==> src/rtl/ridc_cfg.svh <==
// Constants for the receive/transmit interrupt daisy chain.
`ifndef RIDC_CFG_SVH
`define RIDC_CFG_SVH

// Cause counts per half
`define RIDC_RX_CAUSES 9
`define RIDC_TX_CAUSES 6
// Vector layout: base in bits 7:4, cause index in bits 3:0
`define RIDC_VEC_IDX_W 4
`define RIDC_RX_VEC_BASE 4'h1
`define RIDC_TX_VEC_BASE 4'h2
// Response reset value
`define RIDC_VEC_RST 8'h00
// Line clock divide count; unused, line_tick comes from line_clock edges
`define RIDC_LINE_DIV 8'h04

`endif

==> src/rtl/ridc_pkg.sv <==
// Types shared by the interrupt daisy-chain design.
package ridc_pkg;
   typedef logic [7:0] ridc_vec_t;
   typedef enum logic [1:0] {
      RIDC_IDLE,
      RIDC_ANSWER,
      RIDC_WAIT_REL
   } ridc_ack_e;
endpackage

==> src/rtl/ridc_half.sv <==
// One half (receive or transmit) of the interrupt daisy chain.
`include "ridc_cfg.svh"

module ridc_half #(
   parameter int N = 9,
   parameter logic [3:0] BASE = 4'h1
) (
   input wire logic clk,
   input wire logic rst,
   input wire logic [N-1:0] cause_set,
   input wire logic [N-1:0] cause_clr,
   input wire logic enable_in_n,
   input wire logic ack_n,
   output logic req_oe,
   output logic enable_out_n,
   output logic vec_valid,
   output ridc_pkg::ridc_vec_t vec
);
   // ----------------------------------------------------------------
   // Pending causes
   // ----------------------------------------------------------------
   logic [N-1:0] pend_q;
   logic [N-1:0] taken;
   logic ien_s1_q, ien_s2_q, ack_s1_q, ack_s2_q;
   ridc_pkg::ridc_ack_e st_q;

   // Lowest index wins; returns one-hot of the winner
   function automatic logic [N-1:0] pick(input logic [N-1:0] p);
      logic [N-1:0] r;
      r = '0;
      for (int i = N - 1; i >= 0; i--) begin
         if (p[i]) begin
            r = '0;
            r[i] = 1'b1;
         end
      end
      return r;
   endfunction

   function automatic logic [3:0] idx(input logic [N-1:0] oh);
      logic [3:0] r;
      r = 4'h0;
      for (int i = 0; i < N; i++) begin
         if (oh[i]) begin
            r = 4'(i);
         end
      end
      return r;
   endfunction

   // Set wins over clear, so a fresh event is never lost
   genvar g;
   generate
      for (g = 0; g < N; g++) begin : g_pend
         always_ff @(posedge clk or posedge rst) begin
            if (rst) begin
               pend_q[g] <= 1'b0;
            end else if (cause_set[g]) begin
               pend_q[g] <= 1'b1;
            end else if (cause_clr[g] || taken[g]) begin
               pend_q[g] <= 1'b0;
            end
         end
      end
   endgenerate

   // Pin inputs pass two flops before use
   always_ff @(posedge clk or posedge rst) begin
      if (rst) begin
         ien_s1_q <= 1'b1;
         ien_s2_q <= 1'b1;
         ack_s1_q <= 1'b1;
         ack_s2_q <= 1'b1;
      end else begin
         ien_s1_q <= enable_in_n;
         ien_s2_q <= ien_s1_q;
         ack_s1_q <= ack_n;
         ack_s2_q <= ack_s1_q;
      end
   end

   // Acknowledge cycle: answer once, then wait for release
   always_ff @(posedge clk or posedge rst) begin
      if (rst) begin
         st_q <= ridc_pkg::RIDC_IDLE;
      end else begin
         unique case (st_q)
            ridc_pkg::RIDC_IDLE: begin
               if (!ack_s2_q) begin
                  st_q <= ridc_pkg::RIDC_ANSWER;
               end
            end
            ridc_pkg::RIDC_ANSWER: st_q <= ridc_pkg::RIDC_WAIT_REL;
            ridc_pkg::RIDC_WAIT_REL: begin
               if (ack_s2_q) begin
                  st_q <= ridc_pkg::RIDC_IDLE;
               end
            end
         endcase
      end
   end

   // Respond only with enable-in and a pending request
   wire answer = (st_q == ridc_pkg::RIDC_ANSWER) && !ien_s2_q
                 && (|pend_q);
   assign taken = answer ? pick(pend_q) : '0;

   // Outputs are registered; request is open drain
   always_ff @(posedge clk or posedge rst) begin
      if (rst) begin
         req_oe <= 1'b0;
         enable_out_n <= 1'b1;
         vec_valid <= 1'b0;
         vec <= `RIDC_VEC_RST;
      end else begin
         req_oe <= |pend_q;
         // Pass enable down only when nobody above or here asks
         enable_out_n <= ien_s2_q || (|pend_q);
         if (answer) begin
            // Highest-priority cause gives the vector
            vec <= {BASE, idx(pick(pend_q))};
            vec_valid <= 1'b1;
         end else if (ack_s2_q) begin
            vec_valid <= 1'b0;
         end
      end
   end
endmodule

==> src/rtl/ridc_top.sv <==
// Top of the receive/transmit interrupt daisy-chain block.
`include "ridc_cfg.svh"

// Contract
// - Transmit enable-out low only if neither we nor higher devices ask.
// - Receive pending interrupt shown on open-drain receive request.
// - Receive request from eight valid-message causes and one bad parity.
// - Receive acknowledge acts like transmit one, returning best vector.
// - Receive enable chain behaves like the transmit chain, independently.
// - Active-low reset returns all interrupt state to initial values.
// - Acknowledge handling runs on the system clock.
// - Serial message timing comes from a separate line clock input.
// - Acknowledge with request active returns highest-priority vector.
// - Vector goes on data lines 7:0 with transfer acknowledge asserted.
// - Transmit request from six causes: FIFO empty, end of transmission.
module ridc_top (
   input wire logic clk,
   input wire logic rst,
   input wire logic reset_n,
   input wire logic line_clock,
   input wire logic [7:0] rx_valid_msg,
   input wire logic rx_bad_parity,
   input wire logic [7:0] rx_clear,
   input wire logic rx_parity_clear,
   input wire logic [2:0] tx_fifo_empty,
   input wire logic [2:0] tx_end_of_tx,
   input wire logic [5:0] tx_clear,
   input wire logic rx_interrupt_acknowledge_n,
   input wire logic rx_chain_enable_in_n,
   input wire logic tx_interrupt_acknowledge_n,
   input wire logic tx_chain_enable_in_n,
   output logic rx_interrupt_request_o,
   output logic rx_interrupt_request_oe,
   output logic tx_interrupt_request_o,
   output logic tx_interrupt_request_oe,
   output logic rx_chain_enable_out_n,
   output logic tx_chain_enable_out_n,
   output logic [7:0] data_o,
   output logic [7:0] data_oe,
   output logic transfer_acknowledge_n,
   output logic line_tick
);
   // ----------------------------------------------------------------
   // Reset: pin reset joins the system reset
   // ----------------------------------------------------------------
   logic rpin_s1_q, rpin_s2_q, lrst;
   always_ff @(posedge clk or posedge rst) begin
      if (rst) begin
         rpin_s1_q <= 1'b0;
         rpin_s2_q <= 1'b0;
      end else begin
         rpin_s1_q <= reset_n;
         rpin_s2_q <= rpin_s1_q;
      end
   end
   // Reset asserted asynchronously, released after sync
   assign lrst = rst || !reset_n || !rpin_s2_q;

   // ----------------------------------------------------------------
   // Line clock tick, sampled then edge detected
   // ----------------------------------------------------------------
   logic lc_s1_q, lc_s2_q, lc_s3_q;
   always_ff @(posedge clk or posedge lrst) begin
      if (lrst) begin
         lc_s1_q <= 1'b0;
         lc_s2_q <= 1'b0;
         lc_s3_q <= 1'b0;
         line_tick <= 1'b0;
      end else begin
         lc_s1_q <= line_clock;
         lc_s2_q <= lc_s1_q;
         lc_s3_q <= lc_s2_q;
         line_tick <= lc_s2_q && !lc_s3_q;
      end
   end

   // ----------------------------------------------------------------
   // Receive and transmit halves
   // ----------------------------------------------------------------
   logic rx_oe, tx_oe, rx_vv, tx_vv;
   ridc_pkg::ridc_vec_t rx_vec, tx_vec;

   // Cause order sets priority: channel 1 highest, parity last
   ridc_half #(.N(`RIDC_RX_CAUSES), .BASE(`RIDC_RX_VEC_BASE)) u_rx (
      .clk(clk),
      .rst(lrst),
      .cause_set({rx_bad_parity, rx_valid_msg}),
      .cause_clr({rx_parity_clear, rx_clear}),
      .enable_in_n(rx_chain_enable_in_n),
      .ack_n(rx_interrupt_acknowledge_n),
      .req_oe(rx_oe),
      .enable_out_n(rx_chain_enable_out_n),
      .vec_valid(rx_vv),
      .vec(rx_vec)
   );

   // Two causes per channel, interleaved empty/end
   ridc_half #(.N(`RIDC_TX_CAUSES), .BASE(`RIDC_TX_VEC_BASE)) u_tx (
      .clk(clk),
      .rst(lrst),
      .cause_set({tx_end_of_tx[2], tx_fifo_empty[2],
                  tx_end_of_tx[1], tx_fifo_empty[1],
                  tx_end_of_tx[0], tx_fifo_empty[0]}),
      .cause_clr(tx_clear),
      .enable_in_n(tx_chain_enable_in_n),
      .ack_n(tx_interrupt_acknowledge_n),
      .req_oe(tx_oe),
      .enable_out_n(tx_chain_enable_out_n),
      .vec_valid(tx_vv),
      .vec(tx_vec)
   );

   // Open-drain request pins pull low only
   always_ff @(posedge clk or posedge lrst) begin
      if (lrst) begin
         rx_interrupt_request_o <= 1'b0;
         tx_interrupt_request_o <= 1'b0;
         rx_interrupt_request_oe <= 1'b0;
         tx_interrupt_request_oe <= 1'b0;
      end else begin
         rx_interrupt_request_o <= 1'b0;
         tx_interrupt_request_o <= 1'b0;
         rx_interrupt_request_oe <= rx_oe;
         tx_interrupt_request_oe <= tx_oe;
      end
   end

   // ----------------------------------------------------------------
   // Vector onto data lines 7:0 with transfer acknowledge
   // ----------------------------------------------------------------
   // Receive wins if both acknowledges overlap; host should not do so
   always_ff @(posedge clk or posedge lrst) begin
      if (lrst) begin
         data_o <= `RIDC_VEC_RST;
         data_oe <= 8'h00;
         transfer_acknowledge_n <= 1'b1;
      end else begin
         if (rx_vv) begin
            data_o <= rx_vec;
         end else if (tx_vv) begin
            data_o <= tx_vec;
         end
         data_oe <= {8{rx_vv || tx_vv}};
         transfer_acknowledge_n <= !(rx_vv || tx_vv);
      end
   end
endmodule

==> config.mk <==
export PLATFORM = sky130hd
export DESIGN_NAME = ridc_top
export DESIGN_NICKNAME = d
export VERILOG_FILES = /design/src/rtl/ridc_pkg.sv /design/src/rtl/ridc_half.sv /design/src/rtl/ridc_top.sv
export VERILOG_INCLUDE_DIRS = /design/src /design/src/rtl
export SDC_FILE = /design/constraint.sdc
export NUM_CORES = 1
export LEC_CHECK = 0
export BUFFER_PORTS_ARGS = -buffer_cell sky130_fd_sc_hd__buf_2
export CAP_MARGIN = 20
export CORE_MARGIN = 10
export CORE_UTILIZATION = 25
export DETAILED_ROUTE_END_ITERATION = 12
export PLACE_DENSITY = 0.51
export SYNTH_ARGS = -nofsm -noshare
export SYNTH_HDL_FRONTEND = slang
export SYNTH_SLANG_ARGS = --single-unit
==> constraint.sdc <==
create_clock -name clk -period 2.45 [get_ports clk]
set_clock_uncertainty 0.15 [all_clocks]
set_input_delay 0.245 -clock clk [delete_from_list [all_inputs] [get_ports clk]]
set_output_delay 0.245 -clock clk [all_outputs]
set_load 0.02 [all_outputs]
==> impl_metrics.json, run 1 <==
{
  "status": "finished, final reports clean",
  "layout_commonest_cell": "buf_2",
  "crit_type": "flop to flop",
  "clockBufferDepth": 2,
  "gp_congestion": 0.830,
  "finalCritPeriodShare_pct": 83.2,
  "antenna_cells": 0,
  "drt_iter0_drc": 39,
  "synth_edf_count": 0,
  "drcViolationCount": 0,
  "combPwrFrac_pct": 24.2,
  "grt_first_pass_wirelength_mm": 8.80,
  "drv_cap": 0,
  "reg2reg_from": "u_tx.st_q[1]",
  "globalRouteTotalUtil_pct": 7.72,
  "clock_sinks": 58,
  "clkPwrFrac_pct": 33.5,
  "cts_post_setup_buffers_inserted": 0,
  "slew_violations": 0,
  "crit_path_end": "u_tx.pend_q[5]",
  "rsz0062_at_grt": "false",
  "final_util_pct": 35.1,
  "path_buf_inv": 1,
  "grt_overflow_total": 0,
  "final_nets": 334,
  "required_ns": 2.53,
  "fp-row-count": 35,
  "grt_pass1_vias": 1814,
  "postSynthAreaPerCell_um2": 11.7,
  "numCtsBuffers": 9,
  "dpl_cell_area_mm2": 0.00282,
  "r2r-end": "u_tx.pend_q[5]",
  "p_leak_nw": 1.55,
  "wirelength_mm": 5.16,
  "final_cell_mix": "57 x buf_2, 47 x dfrtp_1, 25 x inv_1",
  "grt_start_max_net_pins": 41,
  "area_growth_syn_to_layout_pct": 36.2,
  "setup_tns_ns": 0,
  "antenna_found_initial": 0,
  "worstPathCellList": "inv_1, ha_1, or4b_4, or4_1, a31o_1",
  "io_pins": 62,
  "power_frac_seq_pct": 42.2,
  "root_buffer": "clkbuf_8",
  "cts-hold-fix-buffers": 21,
  "min_path_type": "input pin to flop",
  "p_per_area_mw_per_mm2": 940,
  "portBuffers": 57,
  "reg2reg_slack_ns": 0.41,
  "power.switching_w": 0.000952,
  "crit_slowest_cell": "or4b_4",
  "crit_family": "simple AND/OR/NAND/NOR gates",
  "crit_fanout": 5,
  "synth_top_flop_cell": "dfrtp_1",
  "stdcell_area_mm2": 0.00326,
  "rr_worst_depth": 5,
  "clk_latency_ns": 0.33,
  "dieArea_mm2": 0.0139,
  "crit_path_start": "u_tx.st_q[1]",
  "vias_per_cell": 4.04,
  "fmax_mhz": 490,
  "async_flop_share_pct": 100,
  "startpoint_type": "flop",
  "ys_types": 38,
  "critical-path-max-stage-delay_ns": 0.50,
  "path_depth": 5,
  "htreeDepth": 3,
  "firstDrtPassIters": 4,
  "final-hold-violation-count": 0,
  "synthCells": 205,
  "syn_area_mm2": 0.00240,
  "clk_pin_slew_ns": 0.07,
  "fin_ws_ns": 0.411,
  "core_mm2": 0.00928,
  "yosys_register_bits": 58,
  "peakVddDrop_uv": 320,
  "p_total_w": 0.00307,
  "end_kind": "flop",
  "vias": 1707,
  "start_util_pct": 25.8,
  "finalCriticalPeriod_ns": 2.04,
  "setup_viol": 0,
  "synth-warning-count": 0,
  "critical_path_arrival_ns": 2.11,
  "dp_hpwl_mm": 3.88,
  "post_drt_wl_per_cell_um": 12.2,
  "cts-resized-gates": 0,
  "ant_nets": 0,
  "seq_area_frac_synth_pct": 61.1,
  "drive_gt1_share_pct": 37.1,
  "die_w_um": 118,
  "swShare_pct": 31.0,
  "intPower_w": 0.00212,
  "die_h_um": 118,
  "cts_tree": "done",
  "pre_cts_slack_ns": 0.393
}
area by class of cell:
| class | instances | area [um^2] |
|---|---|---|
| Clock buffer | 12 | 165 |
| Clock inverter | 4 | 72.6 |
| Fill cell | 964 | 6020 |
| Inverter | 25 | 93.8 |
| Multi-Input combinational cell | 112 | 759 |
| Sequential cell | 58 | 1470 |
| Tap cell | 129 | 161 |
| Timing Repair Buffer | 83 | 546 |
flip-flops by register name, summed over array words and instances, names as in the netlist, 2 cells and up:
name / flops
data_o: 6
u_tx.vec: 4
u_tx.pend_q: 6
u_tx.st_q: 2
u_rx.st_q: 2
u_rx.pend_q: 9
u_rx.vec: 5
synth_stat cells (all sizes together) (5+ instances only):
cell type / n / share of area (%)
ha: 7 / 3.7
inv: 25 / 3.9
mux2i: 7 / 2.9
dfrtp: 47 / 49
or2: 7 / 1.8
dfstp: 11 / 12
nand2: 11 / 1.7
o21ai: 10 / 2.1
nor2: 7 / 1.1
a31o: 10 / 3.7
a21oi: 5 / 1.0
buf: 11 / 3.4
nand2b: 10 / 2.6
power groups by stage:
| stage | Sequential, W | Clock (W) | Combinational [W] |
|---|---|---|---|
| after global routing | 0.00133 | 0.00112 | 0.000850 |
| after CTS | 0.00130 | 0.00106 | 0.000762 |
| final | 0.00130 | 0.00103 | 0.000743 |
| after global placement | 0.00131 | 0 | 0.000724 |
| after detailed placement | 0.00132 | 0 | 0.000736 |
| after floorplan | 0.00131 | 0 | 0.000555 |
layer usage:
metal	global-route usage (%)	wire (um)	share of wire, %	vias to the layer above
met4	4.64	112	2.2	0
met3	2.59	315	6.1	10
met5	0	0	0	-
li1	-	-	-	842
met2	11.9	2450	48	45
met1	9.10	2280	44	810
worst min-delay path: stages:
cell and delay [ns]:
buf_2 0.07, nand2b_1 0.09, o21bai_1 0.06
through the flow:
| step | cells | hold WS, ns |
|---|---|---|
| finish | 423 | 0.0184 |
| global route | 423 | 0.0169 |
| CTS | 423 | 0.00379 |
| detailed placement | 386 | -0.0451 |
| global placement | 386 | -0.0512 |
| floorplan | 208 | -0.158 |
worst min path at each step:
stage	start	to	slack [ns]	depth (start not counted)
finish	rx_clear[1]	u_rx.pend_q[1]	0.02	3
global route	rx_clear[5]	u_rx.pend_q[5]	0.02	3
CTS	rx_clear[1]	u_rx.pend_q[1]	0.004	3
detailed placement	rst	rpin_s2_q	-0.05	2
global placement	rst	rpin_s1_q	-0.05	2
floorplan	rst	rpin_s1_q	-0.16	1
cell families after synthesis:
family	synth area share, %
DFF	61.1
muxes	3.39
adders and majority gates	3.66
and+or+nand+nor	12.1
buffers and inverters	7.68
other	0.157
AOI/OAI and AO/OA	11.9
Power figures use the tool's default switching activity.
==> inputs of run 2 (changes only) <==
--- a/config.mk
+++ b/config.mk
@@ -6,12 +6,13 @@
 export SDC_FILE = /design/constraint.sdc
 export NUM_CORES = 1
 export LEC_CHECK = 0
+export ABC_AREA = 1
 export BUFFER_PORTS_ARGS = -buffer_cell sky130_fd_sc_hd__buf_2
 export CAP_MARGIN = 20
 export CORE_MARGIN = 10
 export CORE_UTILIZATION = 25
 export DETAILED_ROUTE_END_ITERATION = 12
-export PLACE_DENSITY = 0.51
+export PLACE_DENSITY = 0.52
 export SYNTH_ARGS = -nofsm -noshare
 export SYNTH_HDL_FRONTEND = slang
 export SYNTH_SLANG_ARGS = --single-unit
==> constraint.sdc (replaced) <==
create_clock -name clk -period 1.7 [get_ports clk]
set_clock_uncertainty 0.15 [all_clocks]
set_input_delay 0.17 -clock clk [delete_from_list [all_inputs] [get_ports clk]]
set_output_delay 0.17 -clock clk [all_outputs]
set_load 0.02 [all_outputs]
==> impl_metrics.json, run 2 <==
{
  "antenna_found_initial": 0,
  "ys_types": 28,
  "grt_first_pass_wirelength_mm": 9.74,
  "peakVddDrop_uv": 515,
  "synth_edf_count": 0,
  "yosys_register_bits": 58,
  "clk_latency_ns": 0.33,
  "synth_most_common_cell": "nand2_1",
  "layout_commonest_cell": "nand2_1",
  "globalRouteTotalUtil_pct": 8.13,
  "syn_area_mm2": 0.00252,
  "fp-row-count": 36,
  "status": "finished, final reports clean",
  "die_h_um": 120,
  "required_ns": 1.77,
  "io_pins": 62,
  "clock_sinks": 58,
  "final_cell_mix": "62 x nand2_1, 57 x buf_2, 47 x dfrtp_1",
  "min_path_type": "input pin to flop",
  "synthXorXnorAreaFrac_pct": 0,
  "dieArea_mm2": 0.0145,
  "crit_type": "flop to flop",
  "end_kind": "flop",
  "drt_iter0_drc": 60,
  "synth_area_leaders": "dfrtp_1 47%, dfstp_2 11%, nand2_1 9.2%, inv_1 6.4%, nor2_1 4.2%",
  "synth.largest_area_cell": "dfrtp_1",
  "largest_reg_flops": 9,
  "seq_area_frac_synth_pct": 58.2,
  "top_register": "u_rx.pend_q",
  "pre_cts_slack_ns": 0.0782,
  "vias": 1980,
  "area_growth_syn_to_layout_pct": 38.7,
  "grt_pass1_vias": 2217,
  "p_leak_nw": 1.84,
  "postSynthAreaPerCell_um2": 9.43,
  "portBuffers": 57,
  "rsz0062_at_grt": "false",
  "die_w_um": 120,
  "wirelength_mm": 5.48,
  "vias_per_cell": 3.94,
  "core_mm2": 0.00977,
  "synth_top_flop_cell": "dfrtp_1",
  "p_per_area_mw_per_mm2": 1210,
  "dp_hpwl_mm": 3.95,
  "ant_nets": 0,
  "clockBufferDepth": 2,
  "synth_commonest_cells": "62 x nand2_1, 47 x dfrtp_1, 43 x inv_1, 28 x nor2_1, 18 x nand3_1",
  "dp.cells": 451,
  "final_nets": 410,
  "fmax_mhz": 661,
  "gp_congestion": 0.754,
  "cts_tree": "done",
  "finalCriticalPeriod_ns": 1.51,
  "synth_top_area_share_pct": 46.7,
  "setup_tns_ns": 0,
  "slew_violations": 0,
  "drive_gt1_share_pct": 27.0,
  "antenna_cells": 0,
  "startpoint_type": "flop",
  "drv_cap": 0,
  "crit_path_start": "u_tx.st_q[1]",
  "final-hold-violation-count": 0,
  "start_util_pct": 25.8,
  "cts_post_setup_buffers_inserted": 0,
  "numCtsBuffers": 9,
  "reg.largest.list": "u_rx.pend_q (9), data_o (6), u_tx.pend_q (6)",
  "root_buffer": "clkbuf_8",
  "muxShareOfSynthArea_pct": 0.447,
  "highest-signal-layer": "met4",
  "grt_overflow_total": 0,
  "synth-warning-count": 0,
  "finalCritPeriodShare_pct": 89.0,
  "fin_ws_ns": 0.186,
  "synthCells": 267,
  "post_drt_wl_per_cell_um": 10.9,
  "firstDrtPassIters": 4,
  "synthSimpleGateAreaFrac_pct": 23.1,
  "wl_met2_mm": 2.42,
  "crit_fanout": 9,
  "final_cell_count_no_fill": 503,
  "reg2reg_from": "u_tx.st_q[1]",
  "critical_path_arrival_ns": 1.58,
  "synth_top_family_by_area": "simple AND/OR/NAND/NOR gates",
  "dr_wl_met3_um": 405,
  "htreeDepth": 3,
  "drt-met1-wl_mm": 2.53,
  "synth_compound_area_share_pct": 4.92,
  "drcViolationCount": 0,
  "async_flop_share_pct": 100,
  "clk_pin_slew_ns": 0.07,
  "grt_start_max_net_pins": 57,
  "hp-start": "rx_parity_clear",
  "setup_viol": 0,
  "yosys.area_share.adder_pct": 3.48
}
[run 2: cell count changes in the layout (fill, tap and decap cells not counted), moves of 4 or more]
cell	previous run	this run
inv_1	25	43
nand2b_1	10	0
nand2_1	11	62
dlygate4sd3_1	21	36
nor2_1	7	26
or2_2	7	1
a31o_2	9	1
mux2i_1	7	0
nor2b_1	4	0
nand3_1	3	18
[run 2: path summary, 6_finish.rpt]
kind	endpoint	slack, ns	depth (start not counted)
max	u_tx.pend_q[3]	0.19	7
min	u_rx.pend_q[8]	0.02	3
min reg2reg	rx_interrupt_request_oe	0.20	0
max in group asynchronous	u_tx.enable_out_n	0.67	5
min in group asynchronous	rpin_s2_q	0.11	3
max reg2reg	u_tx.pend_q[3]	0.19	7
[run 2: power breakdown]
group	internal (W)	switching (W)
Sequential	0.00165	0.000172
Combinational	0.000420	0.000714
Clock	0.000757	0.000511
[run 2: cell families (layout without fill, tap and decap cells)]
kind of cell,Yosys count,in the layout
other,1,4
buffers and inverters,54,154
AND/OR/NAND/NOR,125,125
AO/OA/AOI/OAI,21,21
adder cells (fa/ha/maj),7,7
flip-flops,58,58
multiplexers,1,1
[run 2: what timing repair did]
item,in CTS,in global routing
endpoints found under the hold margin,68,0
setup endpoints to repair,0,3
gates resized for setup,0,1
hold buffers,36,0
[run 2: layout make-up]
class | count | area [um^2]
clock buffers | 14 | 163
clock inverters | 2 | 35.0
fillers | 999 | 6280
inverters | 43 | 161
multi-input cells | 158 | 831
flip-flops and latches | 58 | 1470
well taps | 133 | 166
repair buffers | 95 | 673
[run 2: through the flow]
step	power, W	util (%)	instance area, um^2	hold slack (ns)
global placement	0.00290	30.0	2930	-0.102
detailed placement	0.00293	30.0	2930	-0.0924
floorplan	0.00266	-	2540	-0.239
finish	0.00422	35.8	3490	0.0170
global route	0.00455	35.8	3490	0.0138
CTS	0.00430	35.7	3490	0.00737
[run 2: metal layers]
metal,vias to the layer above,global-route usage (%)
li1,1004,-
met4,0,4.22
met1,906,9.28
met3,12,3.12
met2,58,13.0
met5,-,0
[run 2: critical path, stage by stage, from the launching register on]
cell,delay (ns)
dfrtp_1,0.37
inv_1,0.12
ha_1,0.16
inv_1,0.04
nor2_2,0.17
nand2_2,0.15
o21ai_0,0.18
nand2_1,0.07
